===== config.mk =====
export PLATFORM = sky130hd
export DESIGN_NAME = scs_clock_switch
export DESIGN_NICKNAME = d
export VERILOG_FILES = /design/src/verilog/scs_pkg.sv /design/src/verilog/scs_autocal.sv /design/src/verilog/scs_clock_switch.sv
export SDC_FILE = /design/constraint.sdc
export NUM_CORES = 1
export LEC_CHECK = 0
export ABC_AREA = 1
export BUFFER_PORTS_ARGS = -buffer_cell sky130_fd_sc_hd__buf_2
export CAP_MARGIN = 20
export CELL_PAD_IN_SITES_DETAIL_PLACEMENT = 0
export CELL_PAD_IN_SITES_GLOBAL_PLACEMENT = 1
export CORE_ASPECT_RATIO = 0.9
export CORE_MARGIN = 4
export CORE_UTILIZATION = 26
export DETAILED_ROUTE_END_ITERATION = 10
export PLACE_DENSITY = 0.65
export RECOVER_POWER = 25
export SLEW_MARGIN = 0
export SYNTH_ARGS = -nofsm -noshare
export SYNTH_HDL_FRONTEND = slang
export SYNTH_SLANG_ARGS = --single-unit
export TNS_END_PERCENT = 20

===== constraint.sdc =====
create_clock -name pclk -period 3.1 [get_ports pclk]
set_input_delay 0.155 -clock pclk [delete_from_list [all_inputs] [get_ports pclk]]
set_output_delay 0.155 -clock pclk [all_outputs]
set_load 0.01 [all_outputs]

===== src/verilog/scs_pkg.sv =====
`default_nettype none
package scs_pkg;
    // Register byte offsets
    localparam logic [7:0] OFS_CLKCTRL   = 8'h00;
    localparam logic [7:0] OFS_BUSDIV    = 8'h04;
    localparam logic [7:0] OFS_CALCTRL   = 8'h08;
    localparam logic [7:0] OFS_CALINIT   = 8'h0C;
    localparam logic [7:0] OFS_CALTIMING = 8'h10;

    // clock_control_register field positions
    localparam int CC_DIV_LSB   = 6;
    localparam int CC_SEL_LSB   = 9;
    localparam int CC_RDY_BIT   = 13;
    localparam int CC_EN_LSB    = 16;
    localparam int CC_VS_BIT    = 21;
    localparam int CC_OK_LSB    = 24;

    // calibration_control field positions
    localparam int CAL_SEL_BIT  = 0;
    localparam int CAL_EN_BIT   = 1;
    localparam int CAL_LOAD_BIT = 2;
    localparam int CAL_GAIN_LSB = 4;
    localparam int CAL_TRIM_LSB = 16;
    // calibration_timing field positions
    localparam int CT_RUN_LSB   = 16;

    // Field widths
    localparam int DIV_W  = 3;
    localparam int SEL_W  = 3;
    localparam int AON_W  = 2;
    localparam int TRIM_W = 9;
    localparam int CDIV_W = 13;
    localparam int RUN_W  = 8;
    localparam int GAIN_W = 4;
    localparam int NOSC   = 5;

    // Oscillator indices into enable, ready and tick vectors
    localparam int OSC_ERFO  = 0;
    localparam int OSC_IPO   = 1;
    localparam int OSC_IBRO  = 2;
    localparam int OSC_ERTCO = 3;
    localparam int OSC_INRO  = 4;

    // Source-select encodings
    localparam logic [SEL_W-1:0] SEL_ERFO  = 3'h2;
    localparam logic [SEL_W-1:0] SEL_INRO  = 3'h3;
    localparam logic [SEL_W-1:0] SEL_IPO   = 3'h4;
    localparam logic [SEL_W-1:0] SEL_IBRO  = 3'h5;
    localparam logic [SEL_W-1:0] SEL_ERTCO = 3'h6;

    // Reset values
    localparam logic [DIV_W-1:0]  DIV_RST    = 3'h1;
    localparam logic [AON_W-1:0]  AON_RST    = 2'h0;
    localparam logic [TRIM_W-1:0] TRIM_RST   = 9'h100;
    localparam logic [CDIV_W-1:0] CDIV_RST   = 13'h0BEB;
    localparam logic [RUN_W-1:0]  RUN_RST    = 8'h0A;
    localparam logic [GAIN_W-1:0] GAIN_RST   = 4'h4;
    localparam logic [4:0]        AOD_BASE   = 5'h04;

    typedef enum logic [0:0] {
        SCS_SW_IDLE = 1'b0,
        SCS_SW_WAIT = 1'b1
    } scs_sw_e;
endpackage : scs_pkg
`default_nettype wire

===== src/verilog/scs_autocal.sv =====
`timescale 1ns/1ps
`default_nettype none
module scs_autocal
    import scs_pkg::*;
(
    // Clock and reset
    input  wire logic              pclk,
    input  wire logic              presetn,
    // Reference and oscillator ticks
    input  wire logic              ipo_tick,
    input  wire logic              ertco_tick,
    // Control
    input  wire logic              cal_en,
    input  wire logic              cal_load,
    input  wire logic [TRIM_W-1:0] init_trim,
    input  wire logic [CDIV_W-1:0] div_val,
    input  wire logic [RUN_W-1:0]  runtime,
    input  wire logic [GAIN_W-1:0] gain,
    // Result
    output logic      [TRIM_W-1:0] trim
);
    localparam logic [TRIM_W:0] TRIM_MAX = {1'b0, {TRIM_W{1'b1}}};

    logic [CDIV_W-1:0] pre_r,  pre_nxt;
    logic [RUN_W:0]    hits_r, hits_nxt;
    logic [RUN_W-1:0]  win_r,  win_nxt;
    logic [TRIM_W-1:0] trim_r, trim_nxt;
    logic              pulse;
    logic [TRIM_W:0]   up;

    // Divide the fast oscillator toward the crystal rate, count against crystal windows
    always_comb begin
        pre_nxt  = pre_r;
        hits_nxt = hits_r;
        win_nxt  = win_r;
        trim_nxt = trim_r;
        pulse    = 1'b0;
        up       = {1'b0, trim_r} + {{(TRIM_W+1-GAIN_W){1'b0}}, gain};
        if (cal_load) begin
            trim_nxt = init_trim;
            pre_nxt  = '0;
            hits_nxt = '0;
            win_nxt  = '0;
        end else if (cal_en) begin
            if (ipo_tick) begin
                if (pre_r >= div_val - 13'h0001) begin
                    pre_nxt = '0;
                    pulse   = 1'b1;
                end else begin
                    pre_nxt = pre_r + 13'h0001;
                end
            end
            // Saturate so a wildly fast oscillator cannot wrap the comparison
            if (pulse && hits_r != {(RUN_W+1){1'b1}}) begin
                hits_nxt = hits_r + 9'h001;
            end
            if (ertco_tick) begin
                if (win_r >= runtime - 8'h01) begin
                    win_nxt  = '0;
                    // A pulse on the closing tick opens the next window instead of being lost
                    hits_nxt = {{RUN_W{1'b0}}, pulse};
                    // Fast oscillator steps trim down, slow one steps it up
                    if (hits_r > {1'b0, runtime}) begin
                        trim_nxt = (trim_r > {{(TRIM_W-GAIN_W){1'b0}}, gain}) ?
                                   trim_r - {{(TRIM_W-GAIN_W){1'b0}}, gain} : '0;
                    end else if (hits_r < {1'b0, runtime}) begin
                        trim_nxt = (up > TRIM_MAX) ? TRIM_MAX[TRIM_W-1:0] : up[TRIM_W-1:0];
                    end
                end else begin
                    win_nxt = win_r + 8'h01;
                end
            end
        end
    end

    always_ff @(posedge pclk or negedge presetn) begin
        if (!presetn) begin
            pre_r  <= '0;
            hits_r <= '0;
            win_r  <= '0;
            trim_r <= TRIM_RST;
        end else begin
            pre_r  <= pre_nxt;
            hits_r <= hits_nxt;
            win_r  <= win_nxt;
            trim_r <= trim_nxt;
        end
    end

    assign trim = trim_r;
endmodule : scs_autocal
`default_nettype wire


===== src/verilog/scs_clock_switch.sv =====
// Added by the designer: the register offsets and register access over APB.
`timescale 1ns/1ps
`default_nettype none
module scs_clock_switch
    import scs_pkg::*;
#(
    parameter logic [SEL_W-1:0] DEFAULT_SEL     = SEL_IPO,
    parameter logic             IPO_EN_DEFAULT  = 1'b1,
    parameter logic             IBRO_EN_DEFAULT = 1'b1
) (
    // Clock and power-on reset
    input  wire logic              pclk,
    input  wire logic              presetn,
    // Hard reset requests, one-cycle pulses on pclk
    input  wire logic              sys_reset_pulse,
    input  wire logic              wdt_reset_pulse,
    // APB slave
    input  wire logic              psel,
    input  wire logic              penable,
    input  wire logic              pwrite,
    input  wire logic [7:0]        paddr,
    input  wire logic [31:0]       pwdata,
    output logic      [31:0]       prdata,
    output logic                   pready,
    output logic                   pslverr,
    // Oscillators: ticks on pclk, ready levels from analog
    input  wire logic [NOSC-1:0]   osc_tick,
    input  wire logic [NOSC-1:0]   osc_ready_in,
    output logic      [NOSC-1:0]   osc_enable,
    output logic      [TRIM_W-1:0] ipo_trim,
    output logic                   baud_osc_supply_select,
    // Derived clock ticks
    output logic                   root_core_clock,
    output logic                   hclk_tick,
    output logic                   pclk_tick,
    output logic                   always_on_domain_clock,
    output logic                   uart_baud_tick
);
    if (NOSC != 5 || !(DEFAULT_SEL inside {SEL_ERFO, SEL_INRO, SEL_IPO, SEL_IBRO, SEL_ERTCO}))
    begin : g_bad_cfg
        $error("scs_clock_switch: unsupported default source");
    end

    // Map a select code to an oscillator index; invalid codes never switch
    function automatic logic [3:0] sel_to_osc(input logic [SEL_W-1:0] s);
        unique case (s)
            SEL_IPO:   sel_to_osc = {1'b1, 3'(OSC_IPO)};
            SEL_ERFO:  sel_to_osc = {1'b1, 3'(OSC_ERFO)};
            SEL_ERTCO: sel_to_osc = {1'b1, 3'(OSC_ERTCO)};
            SEL_INRO:  sel_to_osc = {1'b1, 3'(OSC_INRO)};
            SEL_IBRO:  sel_to_osc = {1'b1, 3'(OSC_IBRO)};
            default:   sel_to_osc = 4'h0;
        endcase
    endfunction

    // Power-on enable pattern; INRO forced on, ERTCO and ERFO off
    localparam logic [NOSC-1:0] EN_RST = NOSC'((1 << OSC_INRO)
                                         | (int'(IPO_EN_DEFAULT) << OSC_IPO)
                                         | (int'(IBRO_EN_DEFAULT) << OSC_IBRO));
    localparam logic [2:0] DEF_OSC = 3'(sel_to_osc(DEFAULT_SEL));

    // Register state
    logic [NOSC-1:0]   en_r,      en_nxt;
    logic [SEL_W-1:0]  sel_r,     sel_nxt;
    logic [DIV_W-1:0]  div_r,     div_nxt;
    logic              vs_r,      vs_nxt;
    logic [AON_W-1:0]  aon_r,     aon_nxt;
    logic              csel_r,    csel_nxt;
    logic              cen_r,     cen_nxt;
    logic              cload_r,   cload_nxt;
    logic [GAIN_W-1:0] gain_r,    gain_nxt;
    logic [TRIM_W-1:0] init_r,    init_nxt;
    logic [CDIV_W-1:0] cdiv_r,    cdiv_nxt;
    logic [RUN_W-1:0]  run_r,     run_nxt;
    logic [31:0]       rdata_r,   rdata_nxt;
    // Switch and divider state
    scs_sw_e           sw_r,      sw_nxt;
    logic [2:0]        act_r,     act_nxt;
    logic [DIV_W-1:0]  adiv_r,    adiv_nxt;
    logic [6:0]        cnt_r,     cnt_nxt;
    logic              ph_r,      ph_nxt;
    logic [4:0]        aod_r,     aod_nxt;
    logic              root_r,    root_nxt;
    logic              pck_r,     pck_nxt;
    logic              aodck_r,   aodck_nxt;
    logic              baud_r,    baud_nxt;
    // Ready synchronisers
    logic [NOSC-1:0]   s1_r, s2_r, s3_r, rdy_r, rdy_nxt;

    logic              wr, rd_setup, hard, mapped, boundary, src_tick, tgt_ok;
    logic [3:0]        tgt;
    logic [NOSC-1:0]   ok;
    logic [TRIM_W-1:0] cal_trim;
    logic [31:0]       rd_val;

    assign wr       = psel && penable && pwrite;
    assign rd_setup = psel && !penable;
    assign hard     = sys_reset_pulse || wdt_reset_pulse;
    assign mapped   = paddr inside {OFS_CLKCTRL, OFS_BUSDIV, OFS_CALCTRL,
                                    OFS_CALINIT, OFS_CALTIMING};
    assign ok       = en_r & rdy_r;
    assign tgt      = sel_to_osc(sel_r);
    assign tgt_ok   = tgt[3] && ok[tgt[2:0]];
    assign src_tick = osc_tick[act_r] && ok[act_r];
    assign boundary = src_tick && (cnt_r == 7'((1 << adiv_r) - 1));

    // Read mux
    always_comb begin
        rd_val = '0;
        unique case (paddr)
            OFS_CLKCTRL: begin
                rd_val[CC_DIV_LSB +: DIV_W] = div_r;
                rd_val[CC_SEL_LSB +: SEL_W] = sel_r;
                rd_val[CC_RDY_BIT]          = (sw_r == SCS_SW_IDLE);
                rd_val[CC_EN_LSB +: NOSC]   = en_r;
                rd_val[CC_VS_BIT]           = vs_r;
                rd_val[CC_OK_LSB +: NOSC]   = ok;
            end
            OFS_BUSDIV:  rd_val[AON_W-1:0] = aon_r;
            OFS_CALCTRL: begin
                rd_val[CAL_SEL_BIT]              = csel_r;
                rd_val[CAL_EN_BIT]               = cen_r;
                rd_val[CAL_GAIN_LSB +: GAIN_W]   = gain_r;
                rd_val[CAL_TRIM_LSB +: TRIM_W]   = cal_trim;
            end
            OFS_CALINIT:   rd_val[TRIM_W-1:0] = init_r;
            OFS_CALTIMING: begin
                rd_val[CDIV_W-1:0]            = cdiv_r;
                rd_val[CT_RUN_LSB +: RUN_W]   = run_r;
            end
            default: rd_val = '0;
        endcase
    end

    // Register file next state; hard reset beats a same-cycle write to enables, select and divider
    always_comb begin
        en_nxt    = en_r;
        sel_nxt   = sel_r;
        div_nxt   = div_r;
        vs_nxt    = vs_r;
        aon_nxt   = aon_r;
        csel_nxt  = csel_r;
        cen_nxt   = cen_r;
        cload_nxt = 1'b0;
        gain_nxt  = gain_r;
        init_nxt  = init_r;
        cdiv_nxt  = cdiv_r;
        run_nxt   = run_r;
        rdata_nxt = rd_setup ? rd_val : rdata_r;
        if (wr) begin
            unique case (paddr)
                OFS_CLKCTRL: begin
                    en_nxt  = pwdata[CC_EN_LSB +: NOSC] | NOSC'(1 << OSC_INRO);
                    sel_nxt = pwdata[CC_SEL_LSB +: SEL_W];
                    div_nxt = pwdata[CC_DIV_LSB +: DIV_W];
                    vs_nxt  = pwdata[CC_VS_BIT];
                end
                OFS_BUSDIV:  aon_nxt = pwdata[AON_W-1:0];
                OFS_CALCTRL: begin
                    csel_nxt  = pwdata[CAL_SEL_BIT];
                    cen_nxt   = pwdata[CAL_EN_BIT];
                    cload_nxt = pwdata[CAL_LOAD_BIT]; // Self-clearing strobe
                    gain_nxt  = pwdata[CAL_GAIN_LSB +: GAIN_W];
                end
                OFS_CALINIT:   init_nxt = pwdata[TRIM_W-1:0];
                OFS_CALTIMING: begin
                    cdiv_nxt = pwdata[CDIV_W-1:0];
                    run_nxt  = pwdata[CT_RUN_LSB +: RUN_W];
                end
                default: ;
            endcase
        end
        if (hard) begin
            // Watch crystal enable survives; other enables, select and divider back to power-on value
            en_nxt  = (EN_RST & ~NOSC'(1 << OSC_ERTCO)) | (en_r & NOSC'(1 << OSC_ERTCO));
            sel_nxt = DEFAULT_SEL;
            div_nxt = DIV_RST;
        end
    end

    // Switchover and divider: changes land when a full output period ends or the active source is not ok
    always_comb begin
        sw_nxt   = sw_r;
        act_nxt  = act_r;
        adiv_nxt = adiv_r;
        cnt_nxt  = cnt_r;
        ph_nxt   = ph_r;
        aod_nxt  = aod_r;
        root_nxt = boundary;
        pck_nxt  = boundary && ph_r;
        aodck_nxt = 1'b0;
        baud_nxt = osc_tick[OSC_IBRO] && ok[OSC_IBRO];
        if (sel_nxt != sel_r) begin
            sw_nxt = SCS_SW_WAIT;
        end
        if (src_tick) begin
            cnt_nxt = boundary ? 7'h00 : cnt_r + 7'h01;
        end
        if (boundary || !ok[act_r]) begin
            adiv_nxt = div_r;
            if (!boundary) begin
                cnt_nxt = 7'h00;
            end
            if (sw_r == SCS_SW_WAIT && sel_nxt == sel_r && tgt_ok) begin
                act_nxt = tgt[2:0];
                cnt_nxt = 7'h00;
                sw_nxt  = SCS_SW_IDLE;
            end
        end
        if (boundary) begin
            ph_nxt = ~ph_r;
            if (ph_r) begin
                if (aod_r == 5'((AOD_BASE << aon_r) - 5'h01)) begin
                    aod_nxt   = 5'h00;
                    aodck_nxt = 1'b1;
                end else begin
                    aod_nxt = aod_r + 5'h01;
                end
            end
        end
    end

    // Ready filter: accept a new level once the last two stages agree
    always_comb begin
        rdy_nxt = rdy_r;
        for (int i = 0; i < NOSC; i++) begin
            if (s2_r[i] == s3_r[i]) begin
                rdy_nxt[i] = s3_r[i];
            end
        end
    end

    always_ff @(posedge pclk or negedge presetn) begin
        if (!presetn) begin
            en_r    <= EN_RST;
            sel_r   <= DEFAULT_SEL;
            div_r   <= DIV_RST;
            vs_r    <= 1'b0;
            aon_r   <= AON_RST;
            csel_r  <= 1'b0;
            cen_r   <= 1'b0;
            cload_r <= 1'b0;
            gain_r  <= GAIN_RST;
            init_r  <= TRIM_RST;
            cdiv_r  <= CDIV_RST;
            run_r   <= RUN_RST;
            rdata_r <= '0;
            sw_r    <= SCS_SW_WAIT;
            act_r   <= DEF_OSC;
            adiv_r  <= DIV_RST;
            cnt_r   <= '0;
            ph_r    <= 1'b0;
            aod_r   <= '0;
            root_r  <= 1'b0;
            pck_r   <= 1'b0;
            aodck_r <= 1'b0;
            baud_r  <= 1'b0;
            s1_r    <= '0;
            s2_r    <= '0;
            s3_r    <= '0;
            rdy_r   <= '0;
        end else begin
            en_r    <= en_nxt;
            sel_r   <= sel_nxt;
            div_r   <= div_nxt;
            vs_r    <= vs_nxt;
            aon_r   <= aon_nxt;
            csel_r  <= csel_nxt;
            cen_r   <= cen_nxt;
            cload_r <= cload_nxt;
            gain_r  <= gain_nxt;
            init_r  <= init_nxt;
            cdiv_r  <= cdiv_nxt;
            run_r   <= run_nxt;
            rdata_r <= rdata_nxt;
            sw_r    <= sw_nxt;
            act_r   <= act_nxt;
            adiv_r  <= adiv_nxt;
            cnt_r   <= cnt_nxt;
            ph_r    <= ph_nxt;
            aod_r   <= aod_nxt;
            root_r  <= root_nxt;
            pck_r   <= pck_nxt;
            aodck_r <= aodck_nxt;
            baud_r  <= baud_nxt;
            s1_r    <= osc_ready_in;
            s2_r    <= s1_r;
            s3_r    <= s2_r;
            rdy_r   <= rdy_nxt;
        end
    end

    // Trim search loop
    scs_autocal u_autocal (
        .pclk       (pclk),
        .presetn    (presetn),
        .ipo_tick   (osc_tick[OSC_IPO] && ok[OSC_IPO]),
        .ertco_tick (osc_tick[OSC_ERTCO] && ok[OSC_ERTCO]),
        .cal_en     (cen_r),
        .cal_load   (cload_r),
        .init_trim  (init_r),
        .div_val    (cdiv_r),
        .runtime    (run_r),
        .gain       (gain_r),
        .trim       (cal_trim)
    );

    // Outputs; trim falls back to the loaded start value when select is off
    assign ipo_trim               = csel_r ? cal_trim : init_r;
    assign osc_enable             = en_r;
    assign baud_osc_supply_select = vs_r;
    assign root_core_clock        = root_r;
    assign hclk_tick              = root_r;
    assign pclk_tick              = pck_r;
    assign always_on_domain_clock = aodck_r;
    assign uart_baud_tick         = baud_r;
    assign prdata                 = rdata_r;
    assign pready                 = 1'b1;
    assign pslverr                = psel && penable && !mapped;
endmodule : scs_clock_switch
`default_nettype wire


==> summary.txt <==
Status = finished with violations
Failing checks = max-capacitance violations, max-slew violations
Main combinational cell family by area after synthesis = simple AND/OR/NAND/NOR gates
Crit path buf inv count = 4
VDD IR max = 0.3170 mV
Mux cell area share after synthesis = 0.1183%
Setup WS post-layout = 0.2675 ns
Complex-gate fraction of the synthesized area = 12.23%
Worst-Margin Slew = 2.147 ns
XOR/XNOR share of the synthesized area = 4.878%
Drt total wl = 29450 um
Top area cells in the synthesized netlist = dfrtp_1 37%, nand2_1 13%, dfstp_2 6.1%, ha_1 6.0%, inv_1 5.8%
Post-synth EDFFs = 0
Achievable Freq = 353.0 MHz
RD Place Congestion = 0.8840
Adder-cell share of the synthesized area = 6.995%
CP max-delay cell = dfstp_2
Synthesis-to-finish area growth = 20.76%
Total clock sinks = 161
Area leader, netlist = dfrtp_1
Fillers = 3878
Distinct cell type count after synthesis = 55
Most frequent cells in the layout = 321 x nand2_1, 145 x inv_1, 139 x dfrtp_1, 92 x o21ai_0, 92 x buf_2
H-tree levels = 4
Maxcap violations = 2
Layout cells sized above 1 = 15.23%
Slew HR = -43.13%
Post-synthesis simple-gate area fraction = 25.12%
Worst path cell trace = inv_2, ha_1, nand2_1, nor4_4, buf_4, xor2_1, ha_1, nand2_1, nor4_1, nand2_1, nand2_2, nand3_1, buf_6, inv_1, nand2_1, nand3_1, nand2_1
Netlist Area Pre-Place = 0.009515 sq mm
Final TNS setup = 0 ns
Worst Path Max Fanout = 15
Starting Density = 26.31%
Critical Path AT = 3.17 ns
First-pass GRT wire length = 46840 um
Setup crit start kind = flip-flop
Fin. Hold Viols = 0
Diodes inserted = 0
Most used DFF post-synth = dfrtp_1
Clk slew on worst S/H paths = 0.07 ns
CTS tree = done
Post-Place Worst Slack = -0.01031 ns
Die W = 209.7 um
Async SR Flop Fraction = 100.0%
Vias in the first global route = 8238
Dpl hpwl = 22880 um
Final net count = 1445
PwrDens = 526.9 mW/mm^2
Final setup vio count = 0
Final critical-path required period = 2.833 ns
Total CTS buffers = 17
Most used cell, CP = nand2_1
Port Buf Inserts = 93
CP top delay family = simple AND/OR/NAND/NOR gates
Skew-Pair Late Insertion Delay = 0.45 ns
CP required = 3.43 ns
HP Class = input pin to flip-flop
Final number of max-transition violations = 115
Setup Skew = 0.01692 ns
CTS max path bufs = 2
Die Span Y = 189.5 um
Largest net degree at the start of global routing = 79
Post-route DRC = 0
Static leakage = 5.687 nW
Wirelength per Cell = 16.10 um
Synth top area share = 36.55%
Final antenna-violating net count = 0
Hold_ws = 0.03706 ns
Commonest non-fill, non-tap cell in the layout = nand2_1
Initial antenna violation count = 0
Io pins = 111
RSZ-0062 raised after global routing = no
Biggest cell delay along the critical path = 0.54 ns
Post-Place Cells = 1777
Die area = 0.03973 sq mm
Detailed-route via count = 8372
Post-layout util = 31.77%
GRT Total Usage = 15.00%
# rows = 66
Detailed-route vias per instance = 4.577
Core ar. = 0.03617 sq mm
Period utilisation layout = 91.37%
Critical path class = flip-flop to flip-flop
Root Driver = clkbuf_16
DRT Pass-1 Iters = 5
Placed cell areas = 0.01059 sq mm
Seq/Total Area, Yosys = 42.63%
Post-route cell area = 0.01149 sq mm
Remaining global-route overflow = 0
Iter 0 DRT Violations = 548
Mean Syn Cell Area = 7.812 sq um
Footprint of the multi-input gates = 0.004771 sq mm
Fin cells = 1829
YS warnings = 0
Synthesized instance count = 1218
CP endpoint kind = flip-flop
Synth Register Bits = 161
Reg area = 0.004056 sq mm
Total power = 6.055 mW
==> area by class of cell <==
class	instances	area share, %
Multi-Input combinational cell	874	41.52
Sequential cell	161	35.30
Timing Repair Buffer	135	7.317
Tap cell	476	5.183
Inverter	151	4.933
Clock buffer	21	4.007
Clock inverter	11	1.742
==> power by group <==
part | internal (mW) | switching, mW
combinational | 0.439 | 0.784
clock | 1.48 | 0.939
sequential | 2.26 | 0.147
total | 4.19 | 1.87
==> flip-flops by register name, indices dropped and copies added, names as in the netlist, 4 cells and up <==
name              flops
osc_enable            5
u_autocal.hits_r      9
s3_r                  5
gain_r                4
cdiv_r               13
u_autocal.pre_r      13
prdata               27
s2_r                  5
s1_r                  5
run_r                 8
rdy_r                 5
init_r                9
u_autocal.trim        9
u_autocal.win_r       8
cnt_r                 7
aod_r                 5
==> Yosys cell counts, types with 4 or more instances <==
library cell  number
nand4_1           21
buf_4              8
dfstp_2           22
o21bai_1           4
nand2_1          324
clkbuf_1          17
xor2_1            47
o31ai_1            6
buf_2              8
dfrtp_1          139
a21oi_1           67
maj3_1             5
nor3_1            18
nand3b_1           4
nor2_1            90
ha_1              46
nor3b_1            4
inv_1            146
o22ai_1           10
o21ai_0           92
nand3_1           65
inv_2              4
nor2_2             7
a221oi_1           4
xnor2_1            6
o211ai_1           6
==> worst reg2reg max path: stages (launching register included) <==
cell and delay, ns:
dfstp_2 0.54, inv_2 0.06, ha_1 0.21, nand2_1 0.17
nor4_4 0.06, buf_4 0.13, xor2_1 0.14, ha_1 0.29
nand2_1 0.07, nor4_1 0.27, nand2_1 0.12, nand2_2 0.13
nand3_1 0.10, buf_6 0.17, inv_1 0.09, nand2_1 0.06
nand3_1 0.06, nand2_1 0.06
==> cells by family after synthesis <==
family	Yosys count
AO/OA/AOI/OAI	209
adder cells (fa/ha/maj)	53
XOR/XNOR	53
flip-flops	161
buffers and inverters	187
AND/OR/NAND/NOR	552
multiplexers	1
other	2
==> what timing repair did <==
| action | 4_1_cts | 5_1_grt |
|---|---|---|
| pin swaps | 0 | 4 |
| setup endpoints to repair | 2 | 13 |
| endpoints found under the hold margin | 82 | 0 |
| hold buffers | 19 | 0 |
| gates resized for setup | 1 | 14 |
| buffers inserted | 0 | 1 |
==> worst paths after layout <==
| path | from | end | slack, ns | cells past startpoint |
|---|---|---|---|---|
| max | cdiv_r[0]$_DFFE_PN1P_ | u_autocal.hits_r[4]$_DFFE_PN0P_ | 0.27 | 17 |
| min | pwdata[8] | cdiv_r[8]$_DFFE_PN1P_ | 0.04 | 3 |
| max reg2reg | cdiv_r[0]$_DFFE_PN1P_ | u_autocal.hits_r[4]$_DFFE_PN0P_ | 0.27 | 17 |
| min reg2reg | s1_r[0]$_DFF_PN0_ | s2_r[0]$_DFF_PN0_ | 0.35 | 0 |
| max in group asynchronous | presetn | init_r[8]$_DFFE_PN1P_ | 0.90 | 3 |
| min in group asynchronous | presetn | prdata[4]$_DFFE_PN0P_ | 0.86 | 2 |
==> routing by layer <==
layer | up-vias | wire [um] | track usage, %
met1 | 3975 | 14730 | 21.91
met4 | 0 | 436 | 3.513
met3 | 26 | 1418 | 3.015
li1 | 4200 | - | -
met2 | 171 | 12870 | 22.90
met5 | - | 0 | 0
Note: power is estimated with default switching activity, not from simulation.
